File: src/verilog/adc_cfg_regs.vh
// register map, field positions, reset values and command codes of the config bank
// assumes inclusion by the config bank module only
`ifndef ADC_CFG_REGS_VH
`define ADC_CFG_REGS_VH

// -----------------------------------------------------------------
// register offsets (indices)
// -----------------------------------------------------------------
`define REG_CONFIG_IDENTITY_BIAS_TIMEOUT        4'h0
`define REG_CONFIG_FLAG_CHECKSUM_FILTER_DELAY        4'h1
`define REG_CONFIG_READY_CLOCK_RATE        4'h2
`define REG_OFFSET_LOW     4'h3
`define REG_OFFSET_MID     4'h4
`define REG_OFFSET_HIGH    4'h5
`define REG_GAIN_LOW       4'h6
`define REG_GAIN_MID       4'h7
`define REG_GAIN_HIGH      4'h8
`define REG_COUNT          9

// -----------------------------------------------------------------
// reset values
// -----------------------------------------------------------------
`define RST_CONFIG_IDENTITY_BIAS_TIMEOUT        8'h85
`define RST_CONFIG_FLAG_CHECKSUM_FILTER_DELAY        8'h08
`define RST_CONFIG_READY_CLOCK_RATE        8'h00
`define RST_OFFSET         8'h00
`define RST_GAIN_HIGH      8'h40
`define RST_GAIN_OTHER     8'h00

// -----------------------------------------------------------------
// fields
// -----------------------------------------------------------------
`define CFG0_FIXED_MASK    8'hc0
`define CFG0_FIXED_VALUE   8'h80
`define CFG0_IDENT_LSB     4
`define CFG0_BIAS_BIT      2
`define CFG0_TIMEOUT_BIT   0
`define CFG0_WRITE_MASK    8'h0f
`define CFG1_FLAG_BIT      7
`define CFG1_WRITE_MASK    8'hdf
`define CFG2_WRITE_MASK    8'h37

// -----------------------------------------------------------------
// commands
// -----------------------------------------------------------------
`define CMD_WRITE_PREFIX   4'h4
`define CMD_COUNT_PREFIX   4'h0
`define CMD_ZERO_CAL       8'h18
`define CMD_FULL_CAL       8'h19
`define CMD_STOP_CONT      8'h11
`define CMD_START_CONT     8'h10

// -----------------------------------------------------------------
// timing
// -----------------------------------------------------------------
`define TIMEOUT_CYCLES     65536

`endif

File: src/verilog/adc_config_register_write.v
// configuration/calibration register bank with serial write-command decoder
// assumes serial pins arrive asynchronously to sys_clk (sclk well below sys_clk/4)
// Summary of operation
// - two command bytes then data into consecutive registers
// - first byte 0100 plus start address
// - second byte 0000 plus count minus one
// - data bytes arrive most significant bit first
// - zero-point calibrate stores measured input as offset
// - full-scale calibrate stores measured input as gain
// - all configuration except the continuous readout mode lives in the registers
// - config_identity_bias_timeout bits 5-4 factory identity, read-only
// - config_identity_bias_timeout bit 2 reference bias, reset enabled
// - config_identity_bias_timeout bit 0 enables 2^16 sclk-low timeout
// - input data sampled on falling sclk edges
`timescale 1ns/1ns
`include "adc_cfg_regs.vh"

module adc_config_register_write #(
   parameter [1:0]  IDENT_VALUE    = 2'h1,           // arbitrary factory code
   parameter        TIMEOUT_CYCLES = `TIMEOUT_CYCLES
) (
   input  wire        sys_clk,
   input  wire        rst,
   input  wire        sclk,
   input  wire        chip_select_n,
   input  wire        din,
   input  wire [23:0] measured_input,
   input  wire        raw_out_of_range,
   input  wire [23:0] raw_conversion,
   output reg  [23:0] conversion_out,
   output reg  [23:0] offset_coeff,
   output reg  [23:0] gain_coeff,
   output reg         reference_bias_enable,
   output reg         readback_sum_enable,
   output reg  [7:0]  config_flag_checksum_filter_delay_out,
   output reg  [7:0]  config_ready_clock_rate_out,
   output reg         continuous_readout,
   output reg         timeout_pulse
);

   // -----------------------------------------------------------------
   // decoder states
   // -----------------------------------------------------------------
   localparam [2:0] ST_OPCODE = 3'b001;
   localparam [2:0] ST_COUNT  = 3'b010;
   localparam [2:0] ST_DATA   = 3'b100;

   // -----------------------------------------------------------------
   // pin synchronisers
   // -----------------------------------------------------------------
   reg [1:0] sclk_sync;
   reg [1:0] cs_sync;
   reg [1:0] din_sync;
   reg       sclk_prev;

   always @(posedge sys_clk) begin
      if (rst) begin
         sclk_sync <= 2'h0;
         cs_sync   <= 2'h3;
         din_sync  <= 2'h0;
         sclk_prev <= 1'b0;
      end else begin
         sclk_sync <= {sclk_sync[0], sclk};
         cs_sync   <= {cs_sync[0], chip_select_n};
         din_sync  <= {din_sync[0], din};
         sclk_prev <= sclk_sync[1];
      end
   end

   wire sclk_fall = sclk_prev & ~sclk_sync[1];
   wire selected  = ~cs_sync[1];

   // -----------------------------------------------------------------
   // register array
   // -----------------------------------------------------------------
   reg  [7:0] regs [0:`REG_COUNT-1];
   reg  [2:0] state;
   reg  [7:0] shift;
   reg  [2:0] bit_cnt;
   reg  [3:0] addr;
   reg  [3:0] remaining;
   reg  [16:0] low_cnt;

   wire [7:0] next_byte  = {shift[6:0], din_sync[1]};
   wire       byte_done  = selected & sclk_fall & (bit_cnt == 3'h7);
   wire       timeout_on = regs[`REG_CONFIG_IDENTITY_BIAS_TIMEOUT][`CFG0_TIMEOUT_BIT];
   // sclk low long enough counts only while enabled
   wire       timeout_hit = timeout_on & (low_cnt == TIMEOUT_CYCLES - 1) & ~sclk_sync[1];

   // merge keeps read-only bits fixed regardless of written data
   function [7:0] merge;
      input [3:0] a;
      input [7:0] d;
      input [7:0] old;
      begin
         case (a)
            `REG_CONFIG_IDENTITY_BIAS_TIMEOUT: merge = `CFG0_FIXED_VALUE | {2'h0, IDENT_VALUE, 4'h0}
                                  | (d & `CFG0_WRITE_MASK);
            `REG_CONFIG_FLAG_CHECKSUM_FILTER_DELAY: merge = d & `CFG1_WRITE_MASK;
            `REG_CONFIG_READY_CLOCK_RATE: merge = (old & ~`CFG2_WRITE_MASK) | (d & `CFG2_WRITE_MASK);
            default:      merge = d;
         endcase
      end
   endfunction

   // -----------------------------------------------------------------
   // command decoder
   // -----------------------------------------------------------------
   integer i;
   always @(posedge sys_clk) begin
      if (rst) begin
         state              <= ST_OPCODE;
         shift              <= 8'h00;
         bit_cnt            <= 3'h0;
         addr               <= 4'h0;
         remaining          <= 4'h0;
         low_cnt            <= 17'h0_0000;
         timeout_pulse      <= 1'b0;
         continuous_readout <= 1'b1;
         regs[`REG_CONFIG_IDENTITY_BIAS_TIMEOUT] <= `RST_CONFIG_IDENTITY_BIAS_TIMEOUT | {2'h0, IDENT_VALUE, 4'h0};
         regs[`REG_CONFIG_FLAG_CHECKSUM_FILTER_DELAY] <= `RST_CONFIG_FLAG_CHECKSUM_FILTER_DELAY;
         regs[`REG_CONFIG_READY_CLOCK_RATE] <= `RST_CONFIG_READY_CLOCK_RATE;
         regs[`REG_OFFSET_LOW]  <= `RST_OFFSET;
         regs[`REG_OFFSET_MID]  <= `RST_OFFSET;
         regs[`REG_OFFSET_HIGH] <= `RST_OFFSET;
         regs[`REG_GAIN_LOW]    <= `RST_GAIN_OTHER;
         regs[`REG_GAIN_MID]    <= `RST_GAIN_OTHER;
         regs[`REG_GAIN_HIGH]   <= `RST_GAIN_HIGH;
      end else begin
         timeout_pulse <= timeout_hit;
         if (sclk_sync[1] | timeout_hit)
            low_cnt <= 17'h0_0000;
         else
            low_cnt <= low_cnt + 17'h0_0001;

         if (timeout_hit | ~selected) begin
            // abandon partial command
            state   <= ST_OPCODE;
            bit_cnt <= 3'h0;
         end else if (sclk_fall) begin
            shift   <= next_byte;
            bit_cnt <= bit_cnt + 3'h1;
            if (byte_done) begin
               case (state)
                  ST_OPCODE: begin
                     addr <= next_byte[3:0];
                     if (next_byte[7:4] == `CMD_WRITE_PREFIX && !continuous_readout)
                        state <= ST_COUNT;
                     else if (next_byte == `CMD_STOP_CONT)
                        continuous_readout <= 1'b0;
                     else if (next_byte == `CMD_START_CONT)
                        continuous_readout <= 1'b1;
                     else if (next_byte == `CMD_ZERO_CAL && !continuous_readout) begin
                        regs[`REG_OFFSET_LOW]  <= measured_input[7:0];
                        regs[`REG_OFFSET_MID]  <= measured_input[15:8];
                        regs[`REG_OFFSET_HIGH] <= measured_input[23:16];
                     end else if (next_byte == `CMD_FULL_CAL && !continuous_readout) begin
                        regs[`REG_GAIN_LOW]  <= measured_input[7:0];
                        regs[`REG_GAIN_MID]  <= measured_input[15:8];
                        regs[`REG_GAIN_HIGH] <= measured_input[23:16];
                     end
                  end
                  ST_COUNT: begin
                     remaining <= next_byte[3:0];
                     state     <= (next_byte[7:4] == `CMD_COUNT_PREFIX) ? ST_DATA : ST_OPCODE;
                  end
                  ST_DATA: begin
                     for (i = 0; i < `REG_COUNT; i = i + 1) begin
                        if (addr == i[3:0])
                           regs[i] <= merge(addr, next_byte, regs[i]);
                     end
                     addr      <= addr + 4'h1;
                     remaining <= remaining - 4'h1;
                     if (remaining == 4'h0)
                        state <= ST_OPCODE;
                  end
                  default: state <= ST_OPCODE;
               endcase
            end
         end
      end
   end

   // -----------------------------------------------------------------
   // outputs driven from register contents and, for conversion_out, from the raw conversion inputs
   // -----------------------------------------------------------------
   always @(posedge sys_clk) begin
      if (rst) begin
         offset_coeff          <= {3{`RST_OFFSET}};
         gain_coeff            <= {`RST_GAIN_HIGH, `RST_GAIN_OTHER, `RST_GAIN_OTHER};
         reference_bias_enable <= 1'b1;
         readback_sum_enable   <= 1'b0;
         config_flag_checksum_filter_delay_out           <= `RST_CONFIG_FLAG_CHECKSUM_FILTER_DELAY;
         config_ready_clock_rate_out           <= `RST_CONFIG_READY_CLOCK_RATE;
         conversion_out        <= 24'h00_0000;
      end else begin
         offset_coeff <= {regs[`REG_OFFSET_HIGH], regs[`REG_OFFSET_MID], regs[`REG_OFFSET_LOW]};
         gain_coeff   <= {regs[`REG_GAIN_HIGH], regs[`REG_GAIN_MID], regs[`REG_GAIN_LOW]};
         reference_bias_enable <= regs[`REG_CONFIG_IDENTITY_BIAS_TIMEOUT][`CFG0_BIAS_BIT];
         readback_sum_enable   <= regs[`REG_CONFIG_FLAG_CHECKSUM_FILTER_DELAY][6];
         config_flag_checksum_filter_delay_out           <= regs[`REG_CONFIG_FLAG_CHECKSUM_FILTER_DELAY];
         config_ready_clock_rate_out           <= regs[`REG_CONFIG_READY_CLOCK_RATE];
         if (regs[`REG_CONFIG_FLAG_CHECKSUM_FILTER_DELAY][`CFG1_FLAG_BIT])
            conversion_out <= {raw_conversion[23:1], raw_out_of_range};
         else
            conversion_out <= raw_conversion;
      end
   end

endmodule // adc_config_register_write

File: config.mk
export PLATFORM = sky130hd
export DESIGN_NAME = adc_config_register_write
export DESIGN_NICKNAME = d
export VERILOG_FILES = /design/src/verilog/adc_config_register_write.v
export VERILOG_INCLUDE_DIRS = /design/src /design/src/verilog
export SDC_FILE = /design/constraint.sdc
export NUM_CORES = 1
export LEC_CHECK = 0
export BUFFER_PORTS_ARGS = -buffer_cell sky130_fd_sc_hd__buf_2
export CAP_MARGIN = 20
export CORE_ASPECT_RATIO = 0.8
export CORE_UTILIZATION = 53
export CTS_BUF_LIST = sky130_fd_sc_hd__clkbuf_4 sky130_fd_sc_hd__clkbuf_8
export DETAILED_ROUTE_END_ITERATION = 10
export PLACE_DENSITY = 0.77
export REMOVE_ABC_BUFFERS = 1
export SLEW_MARGIN = 25
export SYNTH_ARGS = -nofsm -noshare
export SYNTH_HDL_FRONTEND = slang
export SYNTH_SLANG_ARGS = --single-unit
File: constraint.sdc
create_clock -name sys_clk -period 5.61 [get_ports sys_clk]
set_input_delay 0 -clock sys_clk [delete_from_list [all_inputs] [get_ports sys_clk]]
set_output_delay 0 -clock sys_clk [all_outputs]
set_load 0.03 [all_outputs]
; ---- Word level (Yosys, flattened, before mapping)
; Memory sizes are Yosys's and may differ from the RTL's. A register that Yosys moved wholly into a read port is not among the register bits.
; Cells that the tools add are included.
[classes]
addsub = 4
n_eq_ne = 20
n_mux = 170
n_lt_le_gt_ge = 0
n_shift = 0
n_div = 0
bitwise = 33
n_reduce_logical = 17
n_mul = 0
[ops]
columns = cell, n
row1 = 8-bit two-way mux, 69
row2 = 8-bit one-hot mux with 3 select lines, 6
row3 = 1-bit two-way mux, 89
row4 = 8-bit by 6-bit OR with 8-bit output, 7
row5 = 8-bit by 5-bit equality test with 1-bit output (second input constant), 4
row6 = 4-bit by 3-bit equality test with 1-bit output (second input constant), 5
row7 = 17-bit by 1-bit adder with 17-bit output (second input constant), 1
row8 = 17-bit by 16-bit equality test with 1-bit output (second input constant), 1
row9 = 1-bit OR, 17
row10 = 4-bit one-hot mux with 2 select lines, 2
row11 = 4-bit logical NOT, 3
row12 = 4-bit AND reduction, 3
row13 = 3-bit two-way mux, 3
row14 = 3-bit one-hot mux with 3 select lines, 1
row15 = 4-bit by 2-bit equality test with 1-bit output (second input constant), 2
row16 = 3-bit equality test (second input constant), 2
row17 = 6-bit AND reduction, 1
row18 = 2-bit nonzero test, 3
row19 = 1-bit bitwise AND, 5
row20 = 4-bit by 1-bit adder with 4-bit output (second input constant), 1
row21 = 4-bit by 1-bit equality test with 1-bit output (second input constant), 1
row22 = 4-bit equality test (second input constant), 1
row23 = 2-bit != test (second input constant), 2
row24 = 1-bit inverter, 4
row25 = other kinds (8), 11
[word_totals]
register_bits = 81
inputBits = 54
word_cells = 261
memories = 1
rom_bits = 0
latchBits = 0
out_inout_bits = 92
mem_bits_rw = 72
[memory_table]
columns = memory, depth, width, read_ports, rd_clocked_by_memory_dff, wr, line
row1 = regs, 9, 8, 16, 7, 9, adc_config_register_write.v:76  ; reg [7:0] regs [0:`REG_COUNT-1];

; ---- Longest topological paths before layout
[depth]
word_depth = 15
ltp_mapped = 12
ltp_nobuf = 10

; ---- Worst setup path after synthesis
; Ideal clock, no wire load.
[synth_path]
kind = register to register
start = register low_cnt[0]
end = memory regs[8][1] (data pin)
n_path_buf = 2
arrival_time_ns = 2.688
setup_ns = 0.256
stages_incl_launch_ff = 13
t_required_ns = 5.354
slack_ns = 2.666
path_cell_list = dfxtp_1 > ha_1 > nand3_1 > nor4_1 > and2_1 > ha_1 > and2_0 > nor4_4 > and3_1 > buf_6 > or2_2 > clkbuf_2 > a22o_1
[synth_lines]
columns = item, line
row1 = "start, declared", adc_config_register_write.v:82  ; reg [16:0] low_cnt;
row2 = "start signal, assigned", adc_config_register_write.v:134  ; low_cnt <= low_cnt + 17'h0_0001;
row3 = "end, declared", adc_config_register_write.v:76

==> results by group <==
Status
  – Status: completed

Route
  – Final ANT Viol Nets: 0
  – Routed WL: 16000 µm
  – Vias: 5642
  – Iter 0 DRT Violations: 479
  – Drt wl/cell: 14.9 µm
  – Post-DR vias/cell: 5.25
  – DRC violation count after routing: 0
  – DRT Pass-1 Iters: 6

Synthesis
  – Share of flip-flops with an asynchronous set or reset after synthesis: 0
  – Number of enable-type register cells in the synthesized netlist: 62
  – Primary flip-flop cell chosen by synthesis mapping: sky130_fd_sc_hd__dfxtp_1
  – Cell accounting for the most synthesized area: sky130_fd_sc_hd__dfxtp_1
  – Yosys warning count: 0
  – FF+latch count, synth: 194
  – Sequential area share after synthesis: 0.607
  – Proportion of netlist area held by the largest area contributor: 0.356
  – Avg Inst Size Synth: 10.8 µm²
  – Gate count of the mapped netlist: 689
  – Library cells used by synthesis: 58
  – Ranking of synthesized cells by area: sky130_fd_sc_hd__dfxtp_1, sky130_fd_sc_hd__edfxtp_1, sky130_fd_sc_hd__nor2b_1, sky130_fd_sc_hd__nor2_1, sky130_fd_sc_hd__nand2_1
  – Post-Syn Area: 7420 µm²

STA
  – Final Max Slew Viols: 0
  – Worst-case clock skew: 12.5 ps
  – Worst-case headroom to the max-slew limit: 0.381
  – Hold_ws: 255 ps
  – Sum of negative setup slack: 0 ps
  – Period utilisation layout: 0.650
  – Final-report setup violation count: 0
  – Minimum clock period: 3640 ps
  – Worst-Margin Slew: 929 ps
  – Hold Fails Final Rpt: 0
  – Setup repair after global routing missed its margin: no
  – Maximum operating frequency: 274 MHz

Finish
  – Most frequent cells in the layout: sky130_fd_sc_hd__buf_2, sky130_fd_sc_hd__dfxtp_1, sky130_fd_sc_hd__nor2b_1, sky130_fd_sc_hd__nor2_1, sky130_fd_sc_hd__nand2_1
  – Area of the multi-input gates: 2690 µm²
  – Layout-stage area growth over the synthesis result: 24.9%
  – Area of all sequential standard cells: 4500 µm²
  – Number of inserted diodes: 0
  – Share of layout cells above drive strength 1: 0.224
  – Number of nets at the end of the flow: 944
  – Layout fillers: 995
  – Leading cell type in the layout, fill and taps excluded: sky130_fd_sc_hd__buf_2

Placement
  – Port buffer count: 141
  – Final weighted congestion of routability-driven global placement: 0.849
  – Half-perimeter wire length after detailed placement: 10500 µm

Critical path
  – Crit Path Class: register to register
  – Crit path capture type: register
  – FF-to-FF End: regs[7][7]
  – Critical path peak fanout: 17
  – R2R cell count: 11
  – CP Data Required Time: 5800 ps
  – CP Launch Type: register
  – R2r setup slk: 1970 ps
  – CP arrival: 3830 ps
  – Worst flop-to-flop path startpoint: low_cnt[0]

Hold path
  – Hold/Removal Path Class: input port to register
  – Worst Hold Depth: 3
  – Capture endpoint of the worst hold path: cs_sync[0]
  – Worst Min Path Start: chip_select_n

Clock network
  – Total clock buffers created by CTS: 17
  – Number of gates resized after CTS: 0
  – H-tree Lvls: 4
  – Clock Tree Buf Depth: 2
  – Clk sinks: 194
  – Post-CTS Setup Bufs: 0
  – Clock transition at the register clock pins on the worst setup and hold paths after CTS: 100 ps
  – TritonCTS clock tree: yes
  – Clock insertion delay at the later pin of the skew report: 470 ps
  – Root buffer selected by CTS: sky130_fd_sc_hd__clkbuf_8

GRT
  – Antenna violations before repair: 0
  – Overall track demand over capacity in global routing: 0.223
  – Overall overflow remaining after global route: 0
  – Vias in the first global route: 5253
  – Largest net degree at the start of global routing: 78
  – Global-route wire length before repair: 24700 µm

Power and ir drop
  – Leakage power: 3.86 nW
  – Peak ir drop on the vdd network: 0.171 mV
  – Pwr Total: 2.61 mW
  – Pwr dens: 282 nW/µm²

Floorplanning
  – Floorplan core area: 13600 µm²
  – Y dimension of the die: 108 µm
  – Die Outline Area: 14500 µm²
  – # IOs: 146
  – Overall die width: 134 µm
  – Effective utilization at floorplan: 0.546
  – Site row count: 38

Job
  – Number of violations of the max-capacitance limit: 0
==> final cells by class <==
type                       count  area share
clock buffer                  22      0.0306
clock inverter                10      0.0123
inverter                      11     0.00445
multi-input combinational    444       0.290
sequential                   194       0.486
tap                          180      0.0243
timing repair buffer         213       0.153
==> where the power goes <==
part	switching, mW	leakage [nW]	internal [mW]
Combinational	0.118	1.94	0.0823
Sequential	0.0148	1.71	1.49
Clock	0.501	0.211	0.407
Total	0.634	3.86	1.98
==> metrics by stage <==
step	utilization	setup WS (ps)	instances	area (µm²)
finish	0.682	1970	1074	9270
global route	0.682	1630	1074	9270
CTS	0.680	1620	1073	9250
detailed placement	0.603	1620	976	8200
global placement	0.603	1870	976	8200
floorplan	-	2470	649	7220
==> worst max-delay path by stage <==
stage | startpoint | end | slack, ps | cells past startpoint
after global routing | low_cnt[0] | regs[7][7] | 1630 | 11
after CTS | low_cnt[0] | regs[5][5] | 1620 | 11
after global placement | low_cnt[0] | regs[1][7] | 1870 | 11
final | low_cnt[0] | regs[7][7] | 1970 | 11
after detailed placement | low_cnt[0] | regs[1][7] | 1620 | 11
after floorplan | low_cnt[0] | regs[4][3] | 2470 | 10
==> timing repair <==
item / CTS / global route
endpoints found under the hold margin: 107 / 0
hold buffers: 65 / 0
setup endpoints to repair: 0 / 0
==> critical path, cell delays in order, from the launching register on <==
cell	delay, ps
sky130_fd_sc_hd__dfxtp_1	390
sky130_fd_sc_hd__ha_1	200
sky130_fd_sc_hd__nand3_1	160
sky130_fd_sc_hd__nor4_1	440
sky130_fd_sc_hd__and2_1	200
sky130_fd_sc_hd__ha_1	150
sky130_fd_sc_hd__nand2_1	110
sky130_fd_sc_hd__o21ai_1	560
sky130_fd_sc_hd__nor4_4	200
sky130_fd_sc_hd__nor3_4	600
sky130_fd_sc_hd__buf_6	270
sky130_fd_sc_hd__a211oi_1	70
==> flip-flops by register name (all words and copies together) (netlist names), 5 cells and up <==
signal	count
config_flag_checksum_filter_delay_out	7
config_ready_clock_rate_out	5
conversion_out	24
gain_coeff	24
low_cnt	17
offset_coeff	24
regs	62
shift	7
==> metal layers <==
layer  track usage  share of wire  vias up
met5             0              0        -
li1              -              -     2724
met2         0.366           0.47      243
met4         0.104          0.020        0
met3        0.0546          0.077       33
met1         0.278           0.43     2642
==> logic make-up (layout without fill, tap and decap cells) <==
| group | count (synthesis) | in the layout | share of synthesized area |
|---|---|---|---|
| AND/OR/NAND/NOR | 315 | 315 | 0.230 |
| flip-flops | 194 | 194 | 0.607 |
| AO/OA/AOI/OAI | 89 | 89 | 0.0796 |
| buffers and inverters | 54 | 256 | 0.0344 |
| XOR/XNOR | 16 | 16 | 0.0189 |
| multiplexers | 11 | 11 | 0.0148 |
| adder cells (fa/ha/maj) | 9 | 9 | 0.0152 |
| other | 1 | 4 | 0.000505 |
==> cells in the mapped netlist, types with 3 or more instances <==
library cell and count:
sky130_fd_sc_hd__a22o_1 8, sky130_fd_sc_hd__xor2_1 8, sky130_fd_sc_hd__mux2i_1 11, sky130_fd_sc_hd__nor2b_1 93, sky130_fd_sc_hd__nand3_1 8, sky130_fd_sc_hd__buf_6 4, sky130_fd_sc_hd__buf_4 5, sky130_fd_sc_hd__nor3_1 7
sky130_fd_sc_hd__nand2_1 72, sky130_fd_sc_hd__and3_1 12, sky130_fd_sc_hd__nand4_1 7, sky130_fd_sc_hd__a22oi_1 5, sky130_fd_sc_hd__o21ai_0 15, sky130_fd_sc_hd__edfxtp_1 62, sky130_fd_sc_hd__nand3b_1 4, sky130_fd_sc_hd__or2_2 9
sky130_fd_sc_hd__nor3b_1 3, sky130_fd_sc_hd__clkbuf_1 29, sky130_fd_sc_hd__ha_1 9, sky130_fd_sc_hd__nor2_1 74, sky130_fd_sc_hd__a21oi_1 26, sky130_fd_sc_hd__dfxtp_1 132, sky130_fd_sc_hd__xnor2_1 8, sky130_fd_sc_hd__a21o_1 3
sky130_fd_sc_hd__nand4b_1 4, sky130_fd_sc_hd__a211oi_1 16, sky130_fd_sc_hd__inv_1 11, sky130_fd_sc_hd__and2_1 4
No activity file was read; power rests on OpenSTA's default activity.
